--- src/fs_regs.svh ---
// register offsets, field positions, reset values and counts of the synthesizer block
`ifndef FS_REGS_SVH
`define FS_REGS_SVH

`define FS_CTRL_ADDR     8'h00
`define FS_RATIO_ADDR    8'h04
`define FS_PHASE_ADDR    8'h08
`define FS_STATUS_ADDR   8'h0c

`define FS_CTRL_MGR_RST  0
`define FS_CTRL_FB_LSB   1
`define FS_CTRL_FB_MSB   2
`define FS_CTRL_PM_LSB   3
`define FS_CTRL_PM_MSB   4
`define FS_MULT_LSB      0
`define FS_MULT_MSB      5
`define FS_DIV_LSB       8
`define FS_DIV_MSB       13
`define FS_SHIFT_MSB     8
`define FS_STAT_LOCK     0
`define FS_STAT_PER_LSB  16
`define FS_STAT_PER_MSB  31

`define FS_MULT_RST      6'h02
`define FS_DIV_RST       6'h01
`define FS_SHIFT_RST     9'h000
`define FS_MULT_MIN      6'h02
`define FS_MULT_MAX      6'h20
`define FS_DIV_MIN       6'h01
`define FS_DIV_MAX       6'h20
`define FS_SHIFT_MIN     9'sh101
`define FS_SHIFT_MAX     9'sh0ff

// fine delay step in clock cycles, and one less than the periods needed to call the input stable
`define FS_DELAY_STEP    16'h0001
`define FS_LOCK_LAST     3'h3
`define FS_PERIOD_TOL    16'h0001
`define FS_PERIOD_SAT    16'hffff

`endif

--- src/fs_pkg.sv ---
// shared types of the frequency synthesizer and phase shifter
package fs_pkg;
    typedef enum logic [1:0] {FS_FB_NONE, FS_FB_1X, FS_FB_2X} fs_fb_mode_t;
    typedef enum logic [1:0] {FS_PM_NONE, FS_PM_FIXED, FS_PM_VARIABLE} fs_phase_mode_t;
    typedef enum logic [1:0] {FS_ST_HOLD, FS_ST_ACQUIRE, FS_ST_LOCKED} fs_lock_state_t;
endpackage

--- src/fs_period_meter.sv ---
// measures the input clock period in system clock cycles
`timescale 1ns/1ps
`include "fs_regs.svh"
module fs_period_meter
    import fs_pkg::*;
(
    input  wire logic        clk_i,
    input  wire logic        rst_i,
    input  wire logic        clr_i,
    input  wire logic        edge_i,
    output logic [15:0]      period_o,
    output logic             valid_o
);
    logic [15:0] cnt;
    logic [15:0] next_cnt;
    logic [15:0] next_period;
    logic        next_valid;

    // a cleared meter starts saturated so its first result never looks stable
    always_comb begin
        next_cnt    = (cnt == `FS_PERIOD_SAT) ? cnt : cnt + 16'h0001;
        next_period = period_o;
        next_valid  = 1'b0;
        if (clr_i) begin
            next_cnt = `FS_PERIOD_SAT;
        end else if (edge_i) begin
            next_cnt    = 16'h0001;
            next_period = cnt;
            next_valid  = 1'b1;
        end
    end

    always_ff @(posedge clk_i or posedge rst_i) begin
        if (rst_i) begin
            cnt      <= `FS_PERIOD_SAT;
            period_o <= `FS_PERIOD_SAT;
            valid_o  <= 1'b0;
        end else begin
            cnt      <= next_cnt;
            period_o <= next_period;
            valid_o  <= next_valid;
        end
    end
endmodule

--- src/fs_clk_gen.sv ---
// ratio clock generator: mult/div times the measured input rate, 50% duty
`timescale 1ns/1ps
`include "fs_regs.svh"
module fs_clk_gen
    import fs_pkg::*;
(
    input  wire logic        clk_i,
    input  wire logic        rst_i,
    input  wire logic        run_i,
    input  wire logic        sync_i,
    input  wire logic [15:0] period_i,
    input  wire logic [5:0]  mult_i,
    input  wire logic [5:0]  div_i,
    output logic             clk_o,
    output logic             clk_n_o
);
    logic [22:0] acc;
    logic [22:0] next_acc;
    logic [22:0] sum;
    logic [22:0] span;
    logic        wrap;
    logic        started;
    logic        next_started;
    logic        next_clk;
    logic        next_clk_n;

    // half periods: toggle each time 2*mult accumulates past div*period
    always_comb begin
        span         = {17'h0, div_i} * {7'h0, period_i};
        sum          = acc + {16'h0, mult_i, 1'b0};
        wrap         = (sum >= span);
        next_acc     = acc;
        next_clk     = clk_o;
        next_started = started;
        if (!run_i) begin
            next_acc     = 23'h0;
            next_clk     = 1'b0;
            next_started = 1'b0;
        end else if (sync_i) begin
            next_acc     = 23'h0;
            next_clk     = 1'b1;
            next_started = 1'b1;
        end else if (started && wrap) begin
            next_acc = sum - span;
            next_clk = ~clk_o;
        end else if (started) begin
            next_acc = sum;
        end
        next_clk_n = next_started & ~next_clk;
    end

    always_ff @(posedge clk_i or posedge rst_i) begin
        if (rst_i) begin
            acc     <= 23'h0;
            clk_o   <= 1'b0;
            clk_n_o <= 1'b0;
            started <= 1'b0;
        end else begin
            acc     <= next_acc;
            clk_o   <= next_clk;
            clk_n_o <= next_clk_n;
            started <= next_started;
        end
    end

    sync_edge_a: assert property (
        @(posedge clk_i) disable iff (rst_i)
        run_i && sync_i |=> clk_o && !clk_n_o && acc == 23'h0)
        else $error("output not aligned after sync");

    ratio_toggle_a: assert property (
        @(posedge clk_i) disable iff (rst_i)
        $changed(clk_o) && $past(run_i) && !$past(sync_i) |-> $past(wrap))
        else $error("output toggled without accumulator wrap");
endmodule

--- src/fs_synth_shift.sv ---
// frequency synthesizer with fixed fine phase shift, configured over apb
// ---------------------------------------------------------------
// Functional notes
// - synth clock frequency is input frequency times multiplier over divisor
// - inverted synth clock has the same rate, half a period later
// - both synth clocks keep equal high and low times
// - synth clocks start with the other outputs and follow the phase shift
// - synthesizer runs without feedback, from input clock and ratio only
// - with feedback, outputs realign to input every divisor input periods
// - fine shift moves all outputs together
// - fine shift is a delay between input edge and feedback alignment
// - fixed shift resolution is the larger of period/256 and one delay step
// - phase mode selects none, fixed or variable; none means no shift
// - fixed delay equals shift over 256 times the input period
// - zero keeps phase, positive shifts later, negative earlier
// - manager reset returns the applied fine shift to zero
// ---------------------------------------------------------------
`timescale 1ns/1ps
`include "fs_regs.svh"
module fs_synth_shift
    import fs_pkg::*;
(
    input  wire logic        mclk_i,
    input  wire logic        rst_i,
    input  wire logic        psel_i,
    input  wire logic        penable_i,
    input  wire logic        pwrite_i,
    input  wire logic [7:0]  paddr_i,
    input  wire logic [31:0] pwdata_i,
    output logic [31:0]      prdata_o,
    output logic             pready_o,
    output logic             pslverr_o,
    input  wire logic        input_clock_i,
    input  wire logic        feedback_clock_i,
    output logic             synth_clock_o,
    output logic             synth_clock_inverted_o,
    output logic             zero_phase_clock_o,
    output logic             doubled_clock_o,
    output logic             locked_o
);
    // ---------------------------------------------------------------
    // pin synchronisers and edge detection
    // ---------------------------------------------------------------
    logic [1:0] in_meta;
    logic       in_prev;
    logic       in_edge;
    logic       fb_prev;
    logic       fb_edge;

    // bit 0 is the metastable stage, bit 1 the settled copy
    always_ff @(posedge mclk_i or posedge rst_i) begin
        if (rst_i) begin
            in_meta <= 2'h0;
            in_prev <= 1'b0;
        end else begin
            in_meta <= {in_meta[0], input_clock_i};
            in_prev <= in_meta[1];
        end
    end

    logic [1:0] fb_meta;
    always_ff @(posedge mclk_i or posedge rst_i) begin
        if (rst_i) begin
            fb_meta <= 2'h0;
            fb_prev <= 1'b0;
        end else begin
            fb_meta <= {fb_meta[0], feedback_clock_i};
            fb_prev <= fb_meta[1];
        end
    end

    // input duty cycle is never used, only rising edges, so outputs stay at 50%
    assign in_edge = in_meta[1] & ~in_prev;
    assign fb_edge = fb_meta[1] & ~fb_prev;

    // ---------------------------------------------------------------
    // apb register file
    // ---------------------------------------------------------------
    logic        mgr_rst;
    logic [1:0]  fb_sel;
    logic [1:0]  pm_sel;
    logic [5:0]  mult;
    logic [5:0]  div;
    logic [8:0]  shift;
    logic        next_mgr_rst;
    logic [1:0]  next_fb_sel;
    logic [1:0]  next_pm_sel;
    logic [5:0]  next_mult;
    logic [5:0]  next_div;
    logic [8:0]  next_shift;
    logic [31:0] next_prdata;
    logic [31:0] rd_word;
    logic        hit;
    logic        wr;
    logic [5:0]  wr_mult;
    logic [5:0]  wr_div;
    logic        locked;
    logic [15:0] period;

    assign wr       = psel_i & penable_i & pwrite_i;
    assign wr_mult  = pwdata_i[`FS_MULT_MSB:`FS_MULT_LSB];
    assign wr_div   = pwdata_i[`FS_DIV_MSB:`FS_DIV_LSB];
    assign pready_o = 1'b1;
    assign pslverr_o = psel_i & penable_i & ~hit;

    always_comb begin
        rd_word      = 32'h0;
        hit          = 1'b1;
        next_mgr_rst = mgr_rst;
        next_fb_sel  = fb_sel;
        next_pm_sel  = pm_sel;
        next_mult    = mult;
        next_div     = div;
        next_shift   = shift;
        if (paddr_i == `FS_CTRL_ADDR) begin
            rd_word[`FS_CTRL_MGR_RST]                = mgr_rst;
            rd_word[`FS_CTRL_FB_MSB:`FS_CTRL_FB_LSB] = fb_sel;
            rd_word[`FS_CTRL_PM_MSB:`FS_CTRL_PM_LSB] = pm_sel;
            if (wr) begin
                next_mgr_rst = pwdata_i[`FS_CTRL_MGR_RST];
                next_fb_sel  = pwdata_i[`FS_CTRL_FB_MSB:`FS_CTRL_FB_LSB];
                next_pm_sel  = pwdata_i[`FS_CTRL_PM_MSB:`FS_CTRL_PM_LSB];
            end
        end else if (paddr_i == `FS_RATIO_ADDR) begin
            rd_word[`FS_MULT_MSB:`FS_MULT_LSB] = mult;
            rd_word[`FS_DIV_MSB:`FS_DIV_LSB]   = div;
            // out-of-range values are dropped so the ratio stays legal
            if (wr && wr_mult >= `FS_MULT_MIN && wr_mult <= `FS_MULT_MAX) begin
                next_mult = wr_mult;
            end
            if (wr && wr_div >= `FS_DIV_MIN && wr_div <= `FS_DIV_MAX) begin
                next_div = wr_div;
            end
        end else if (paddr_i == `FS_PHASE_ADDR) begin
            rd_word[`FS_SHIFT_MSB:0] = shift;
            if (wr && $signed(pwdata_i[`FS_SHIFT_MSB:0]) >= `FS_SHIFT_MIN
                   && $signed(pwdata_i[`FS_SHIFT_MSB:0]) <= `FS_SHIFT_MAX) begin
                next_shift = pwdata_i[`FS_SHIFT_MSB:0];
            end
        end else if (paddr_i == `FS_STATUS_ADDR) begin
            rd_word[`FS_STAT_LOCK]                     = locked;
            rd_word[`FS_STAT_PER_MSB:`FS_STAT_PER_LSB] = period;
        end else begin
            hit = 1'b0;
        end
        // read data is captured in the setup cycle so it is a flop in access
        next_prdata = (psel_i & ~penable_i & ~pwrite_i) ? rd_word : prdata_o;
    end

    // manager reset is a control bit; it leaves the ratio registers alone
    always_ff @(posedge mclk_i or posedge rst_i) begin
        if (rst_i) begin
            mgr_rst  <= 1'b0;
            fb_sel   <= 2'h0;
            pm_sel   <= 2'h0;
            mult     <= `FS_MULT_RST;
            div      <= `FS_DIV_RST;
            shift    <= `FS_SHIFT_RST;
            prdata_o <= 32'h0;
        end else begin
            mgr_rst  <= next_mgr_rst;
            fb_sel   <= next_fb_sel;
            pm_sel   <= next_pm_sel;
            mult     <= next_mult;
            div      <= next_div;
            shift    <= next_shift;
            prdata_o <= next_prdata;
        end
    end

    // ---------------------------------------------------------------
    // period measurement and lock
    // ---------------------------------------------------------------
    logic           per_valid;
    fs_lock_state_t state;
    fs_lock_state_t next_state;
    logic [2:0]     stable;
    logic [2:0]     next_stable;
    logic [15:0]    last_per;
    logic [15:0]    next_last_per;
    logic [15:0]    per_diff;
    logic [1:0]     fb_cnt;
    logic [1:0]     next_fb_cnt;
    logic [1:0]     fb_last;
    logic [1:0]     next_fb_last;
    logic           fb_ok;
    logic           per_ok;
    logic [8:0]     applied;
    logic [8:0]     next_applied;
    logic           dll_mode;
    logic           synced;
    logic           fb_seen;
    logic           next_fb_seen;

    fs_period_meter u_meter (
        .clk_i    (mclk_i),
        .rst_i    (rst_i),
        .clr_i    (mgr_rst),
        .edge_i   (in_edge),
        .period_o (period),
        .valid_o  (per_valid)
    );

    assign dll_mode = (fs_fb_mode_t'(fb_sel) == FS_FB_1X) || (fs_fb_mode_t'(fb_sel) == FS_FB_2X);
    assign locked   = (state == FS_ST_LOCKED);
    assign locked_o = locked;

    always_comb begin
        per_diff = (period >= last_per) ? period - last_per : last_per - period;
        per_ok   = (period != `FS_PERIOD_SAT) && (per_diff <= `FS_PERIOD_TOL);
        case (fs_fb_mode_t'(fb_sel))
            FS_FB_1X: fb_ok = (fb_last == 2'h1);
            FS_FB_2X: fb_ok = (fb_last == 2'h2);
            default:  fb_ok = 1'b1;
        endcase
        // feedback comes from outputs held low until lock, so judge it once it arrives
        if (!fb_seen) begin
            fb_ok = 1'b1;
        end
        next_fb_seen = locked & (fb_seen | (in_edge & synced & (fb_cnt != 2'h0)));
        next_fb_cnt  = fb_cnt;
        next_fb_last = fb_last;
        if (in_edge) begin
            next_fb_last = fb_cnt;
            next_fb_cnt  = {1'b0, fb_edge};
        end else if (fb_edge && fb_cnt != 2'h3) begin
            next_fb_cnt = fb_cnt + 2'h1;
        end
        next_state    = state;
        next_stable   = stable;
        next_applied  = applied;
        next_last_per = per_valid ? period : last_per;
        case (state)
            FS_ST_HOLD: begin
                next_state = FS_ST_ACQUIRE;
            end
            FS_ST_ACQUIRE: begin
                if (per_valid && per_ok && fb_ok) begin
                    if (stable == `FS_LOCK_LAST) begin
                        next_state   = FS_ST_LOCKED;
                        // the initial shift is taken at lock; none forces zero
                        next_applied = (fs_phase_mode_t'(pm_sel) == FS_PM_NONE)
                                       ? 9'h000 : shift;
                    end else begin
                        next_stable = stable + 3'h1;
                    end
                end else if (per_valid) begin
                    next_stable = 3'h0;
                end
            end
            FS_ST_LOCKED: begin
                if (per_valid && !(per_ok && fb_ok)) begin
                    next_state  = FS_ST_ACQUIRE;
                    next_stable = 3'h0;
                end
            end
            default: next_state = FS_ST_HOLD;
        endcase
        if (mgr_rst) begin
            next_state   = FS_ST_HOLD;
            next_stable  = 3'h0;
            next_applied = 9'h000;
        end
    end

    always_ff @(posedge mclk_i or posedge rst_i) begin
        if (rst_i) begin
            state    <= FS_ST_HOLD;
            stable   <= 3'h0;
            applied  <= 9'h000;
            last_per <= `FS_PERIOD_SAT;
            fb_cnt   <= 2'h0;
            fb_last  <= 2'h0;
            fb_seen  <= 1'b0;
        end else begin
            state    <= next_state;
            stable   <= next_stable;
            applied  <= next_applied;
            last_per <= next_last_per;
            fb_cnt   <= next_fb_cnt;
            fb_last  <= next_fb_last;
            fb_seen  <= next_fb_seen;
        end
    end

    // ---------------------------------------------------------------
    // alignment window and fine phase delay
    // ---------------------------------------------------------------
    logic [5:0]  win;
    logic [5:0]  next_win;
    logic [21:0] dly;
    logic [21:0] next_dly;
    logic        pending;
    logic        next_pending;
    logic        next_synced;
    logic        sync;
    logic [8:0]  neg_shift;
    logic [7:0]  mag;
    logic [23:0] prod;
    logic [15:0] frac;
    logic [21:0] span;
    logic [21:0] delay_val;

    always_comb begin
        neg_shift = 9'h000 - applied;
        mag       = applied[8] ? neg_shift[7:0] : applied[7:0];
        prod      = {16'h0, mag} * {8'h0, period};
        frac      = prod[23:8];
        // the step floor keeps a nonzero shift from rounding to no delay
        if (mag != 8'h0 && frac < `FS_DELAY_STEP) begin
            frac = `FS_DELAY_STEP;
        end
        span = {16'h0, div} * {6'h0, period};
        // earlier by frac equals later by one full alignment window minus frac
        delay_val = applied[8] ? span - {6'h0, frac} : {6'h0, frac};
        // without feedback only the first alignment starts the generators
        sync         = locked && pending && (dly == 22'h0) && (dll_mode || !synced);
        next_win     = win;
        next_dly     = dly;
        next_pending = pending;
        next_synced  = synced | sync;
        if (pending) begin
            if (dly == 22'h0) begin
                next_pending = 1'b0;
            end else begin
                next_dly = dly - 22'h1;
            end
        end
        if (in_edge) begin
            next_win = (win == div - 6'h1) ? 6'h0 : win + 6'h1;
            if (win == 6'h0) begin
                next_dly     = delay_val;
                next_pending = 1'b1;
            end
        end
        if (!locked) begin
            next_win     = 6'h0;
            next_pending = 1'b0;
            next_synced  = 1'b0;
        end
    end

    always_ff @(posedge mclk_i or posedge rst_i) begin
        if (rst_i) begin
            win     <= 6'h0;
            dly     <= 22'h0;
            pending <= 1'b0;
            synced  <= 1'b0;
        end else begin
            win     <= next_win;
            dly     <= next_dly;
            pending <= next_pending;
            synced  <= next_synced;
        end
    end

    // ---------------------------------------------------------------
    // output generators, one shared alignment pulse
    // ---------------------------------------------------------------
    fs_clk_gen u_synth (
        .clk_i    (mclk_i),
        .rst_i    (rst_i),
        .run_i    (locked),
        .sync_i   (sync),
        .period_i (period),
        .mult_i   (mult),
        .div_i    (div),
        .clk_o    (synth_clock_o),
        .clk_n_o  (synth_clock_inverted_o)
    );

    fs_clk_gen u_zero (
        .clk_i    (mclk_i),
        .rst_i    (rst_i),
        .run_i    (locked),
        .sync_i   (sync),
        .period_i (period),
        .mult_i   (6'h01),
        .div_i    (6'h01),
        .clk_o    (zero_phase_clock_o),
        .clk_n_o  ()
    );

    fs_clk_gen u_double (
        .clk_i    (mclk_i),
        .rst_i    (rst_i),
        .run_i    (locked),
        .sync_i   (sync),
        .period_i (period),
        .mult_i   (6'h02),
        .div_i    (6'h01),
        .clk_o    (doubled_clock_o),
        .clk_n_o  ()
    );

    // ---------------------------------------------------------------
    // checks
    // ---------------------------------------------------------------
    outs_low_unlocked_a: assert property (
        @(posedge mclk_i) disable iff (rst_i)
        !$past(locked) |-> !synth_clock_o && !synth_clock_inverted_o)
        else $error("synth outputs active before lock");

    inverted_twin_a: assert property (
        @(posedge mclk_i) disable iff (rst_i)
        $past(locked) && $fell(synth_clock_o) |-> synth_clock_inverted_o)
        else $error("inverted output not opposite to synth output");

    mgr_reset_zero_a: assert property (
        @(posedge mclk_i) disable iff (rst_i)
        mgr_rst |=> applied == 9'h000 && !locked)
        else $error("manager reset left shift or lock set");

    mult_range_a: assert property (
        @(posedge mclk_i) disable iff (rst_i)
        mult >= `FS_MULT_MIN && mult <= `FS_MULT_MAX)
        else $error("multiplier out of range");

    div_range_a: assert property (
        @(posedge mclk_i) disable iff (rst_i)
        div >= `FS_DIV_MIN && div <= `FS_DIV_MAX)
        else $error("divisor out of range");

    none_mode_shift_a: assert property (
        @(posedge mclk_i) disable iff (rst_i)
        $rose(locked) && fs_phase_mode_t'(pm_sel) == FS_PM_NONE |-> applied == 9'h000)
        else $error("shift applied in mode none");

    align_delay_a: assert property (
        @(posedge mclk_i) disable iff (rst_i)
        locked && in_edge && win == 6'h0 && !mgr_rst |=> pending && dly == $past(delay_val))
        else $error("fine delay not loaded at alignment");
endmodule

--- config.mk ---
export PLATFORM = sky130hd
export DESIGN_NAME = fs_synth_shift
export DESIGN_NICKNAME = d
export VERILOG_FILES = /design/src/fs_pkg.sv /design/src/fs_period_meter.sv /design/src/fs_clk_gen.sv /design/src/fs_synth_shift.sv
export VERILOG_INCLUDE_DIRS = /design/src /design/src/src
export SDC_FILE = /design/constraint.sdc
export NUM_CORES = 2
export LEC_CHECK = 0
export ABC_AREA = 1
export BUFFER_PORTS_ARGS = -buffer_cell sky130_fd_sc_hd__buf_2
export CAP_MARGIN = 40
export CORE_MARGIN = 2
export CORE_UTILIZATION = 30
export DETAILED_ROUTE_END_ITERATION = 10
export HOLD_SLACK_MARGIN = 0.05
export PLACE_DENSITY = 0.55
export SLEW_MARGIN = 20
export SYNTH_ARGS = -nofsm -noshare
export SYNTH_HDL_FRONTEND = slang
export SYNTH_HIERARCHICAL = 1
export SYNTH_SLANG_ARGS = --single-unit
export TNS_END_PERCENT = 10
--- constraint.sdc ---
create_clock -name mclk_i -period 15.15 [get_ports mclk_i]
set_input_delay 3.03 -clock mclk_i [delete_from_list [all_inputs] [get_ports mclk_i]]
set_output_delay 3.03 -clock mclk_i [all_outputs]
set_load 0.01 [all_outputs]
==> impl_metrics.tcl <==
set metrics [dict create \
    status "finished clean" \
    dr_total_vias 33800 \
    ctsResizeCount 0 \
    number_of_hold_repair_buffers_added_at_the_cts_stage 0 \
    place_congestion 0.893 \
    worst_path_dominant_cell_family "adder cells" \
    area_delta_synth_final_pct 9.30 \
    wire_per_inst_um 14.8 \
    setup.worst_path.start "applied[0]" \
    final_antenna_net_count 0 \
    critPathCapture "dly[21]" \
    min_path_type "flip-flop to flip-flop" \
    r2r_cells 42 \
    drv_slew 0 \
    total_power_uw 3740 \
    critPathMaxStageDelay_ns 0.81 \
    critical_path_arrival_ns 10.76 \
    worst_clock_skew_ns 0.0358 \
    drc 0 \
    die-height_um 356 \
    power.static_leakage_uw 0.0237 \
    grt_max_degree 82 \
    wl_met1_mm 50.5 \
    report.final.setup_viol 0 \
    cts.sink_count 236 \
    design.final.nets 6244 \
    core_mm2 0.123 \
    grt.total_usage 0.172 \
    synthCells 5527 \
    slew_at_the_pin_with_the_worst_max_slew_slack_ns 0.833 \
    dieWidth_um 356 \
    buffer_ports.inserted 64 \
    avgSynthCellArea_um2 6.72 \
    overflow 0 \
    io-pin-count 86 \
    clk_pin_slew_ns 0.06 \
    routed.top_layer "met4" \
    routed_wirelength_mm 107 \
    cts_tree "built" \
    setup_total_negative_slack_ns 0 \
    clk_path_buf_depth 3 \
    critPathRequiredTime_ns 15.59 \
    vias_per_cell 4.68 \
    final_min_period_over_clock_period 0.681 \
    timing.critical_path.mode_cell "sky130_fd_sc_hd__nand2_1" \
    critical_path_class "flip-flop to flip-flop" \
    drt-initial-drc-count 1897 \
    period_minus_slack_ns 10.32 \
    cts_made_buffers 36 \
    max_freq_mhz 96.9 \
    path_depth 42 \
    cts.root.buffer_cell "sky130_fd_sc_hd__clkbuf_16" \
    met2WireLength_mm 50.6 \
    drt_pass1_iterations 5 \
    htree_num_levels 2 \
    powerDensity_mw_per_mm2 92.2 \
    hold_fails_final_rpt 0 \
    final_util 0.329 \
    mappedNetlistArea_mm2 0.0371 \
    whs_ns 0.352 \
    cp_num_buf_inv 8 \
    reg2reg_setup_slack_ns 4.83 \
    rr_endpoint "dly[21]" \
    routed-wl-met3_mm 3.97 \
    hpwl_mm 85.1 \
    ir_worst_vdd_uv 68.5 \
    setup_repair_after_global_routing_missed_its_margin "false" \
    start_kind "flip-flop" \
    cts.repair_timing.setup_buffer_count 0 \
    worstSetupEndpointType "flip-flop" \
    slew-limit-headroom 0.440 \
    hold_depth 0 \
    critical_path.reg2reg.startpoint "applied[0]" \
    grt_pass1_vias 33900 \
    die_area_mm2 0.127 \
    max_cap_violations 0 \
    synth-warning-count 6 \
    global_route_wire_length_before_repair_mm 178 \
    layout-drive-gt1-share 0.0594 \
    cpMaxStageDelayCell "sky130_fd_sc_hd__dfrtp_1" \
    grt_antenna_before_repair 2 \
    number_of_placement_rows 129 \
    antenna-diode-count 0 \
    insertion_delay_ns 0.60 \
    floorplan.initialDensity 0.301 \
    cp_max_fo 17 \
]
per-stage QoR:
step           setup slack [ns]  instances  cell area [µm²]
6_report                   4.83       7228            40600
3_5_place_dp               4.90       7162            39400
4_1_cts                    4.80       7227            40500
5_1_grt                    4.05       7228            40600
2_1_floorplan              6.62       5554            37200
3_3_place_gp               4.96       7155            39300
flip-flops by register name (all words and copies together), names as in the netlist, 9 cells and up:
| name | cells |
|---|---|
| prdata_o | 30 |
| u_double/acc | 23 |
| u_synth/acc | 23 |
| u_zero/acc | 23 |
| dly | 22 |
| last_per | 16 |
| u_meter/cnt | 16 |
| u_meter/period_o | 16 |
| applied | 9 |
| shift | 9 |
final cells by class:
class                      count  area (µm²)
tap                         1637        2050
clock buffer                  46        1020
fill                       13600       82700
timing repair buffer         109         739
clock inverter                19         155
multi-input combinational   4012       26200
sequential                   236        5970
inverter                    1169        4390
placed cells by master (no fill, tap or decap), types with 7 or more instances in the layout:
cell,count
sky130_fd_sc_hd__nor2_1,352
sky130_fd_sc_hd__nor4_1,13
sky130_fd_sc_hd__ha_1,301
sky130_fd_sc_hd__conb_1,29
sky130_fd_sc_hd__nand2_1,1644
sky130_fd_sc_hd__nand2_2,27
sky130_fd_sc_hd__xor2_1,87
sky130_fd_sc_hd__nand3_2,10
sky130_fd_sc_hd__a21o_1,14
sky130_fd_sc_hd__inv_1,1149
sky130_fd_sc_hd__a21oi_1,246
sky130_fd_sc_hd__buf_4,37
sky130_fd_sc_hd__fa_1,332
sky130_fd_sc_hd__nand4_1,88
sky130_fd_sc_hd__nor3_1,63
sky130_fd_sc_hd__o21ai_0,194
sky130_fd_sc_hd__dfstp_2,50
sky130_fd_sc_hd__nand3b_1,18
sky130_fd_sc_hd__inv_2,7
sky130_fd_sc_hd__xnor2_1,77
sky130_fd_sc_hd__o31ai_1,11
sky130_fd_sc_hd__buf_2,64
sky130_fd_sc_hd__dfrtp_1,186
sky130_fd_sc_hd__o21bai_1,28
sky130_fd_sc_hd__o21a_1,8
sky130_fd_sc_hd__nand3_1,336
sky130_fd_sc_hd__a31oi_1,10
sky130_fd_sc_hd__and2_1,8
sky130_fd_sc_hd__o21ai_1,13
sky130_fd_sc_hd__clkinv_1,13
sky130_fd_sc_hd__o211ai_1,7
sky130_fd_sc_hd__clkbuf_16,37
sky130_fd_sc_hd__nor2_2,21
sky130_fd_sc_hd__or2_2,10
layer usage:
layer,up-vias,global-route usage
met5,-,0
met4,0,0.0420
met3,116,0.0152
met2,629,0.294
met1,16000,0.234
li1,17000,-
how the worst min path moves through the flow:
stage,to,from,slack (ns)
floorplan,fb_meta[1],fb_meta[0],0.33
global placement,fb_meta[1],fb_meta[0],0.33
detailed placement,in_meta[1],in_meta[0],0.34
CTS,in_meta[1],in_meta[0],0.35
global route,in_meta[1],in_meta[0],0.35
finish,in_meta[1],in_meta[0],0.35
power breakdown:
part           internal (µW)  total (µW)  switching [µW]
sequential               676         709            32.9
clock                    497         843             347
combinational            716        2190            1470
Note: power is estimated with default switching activity, not from simulation.
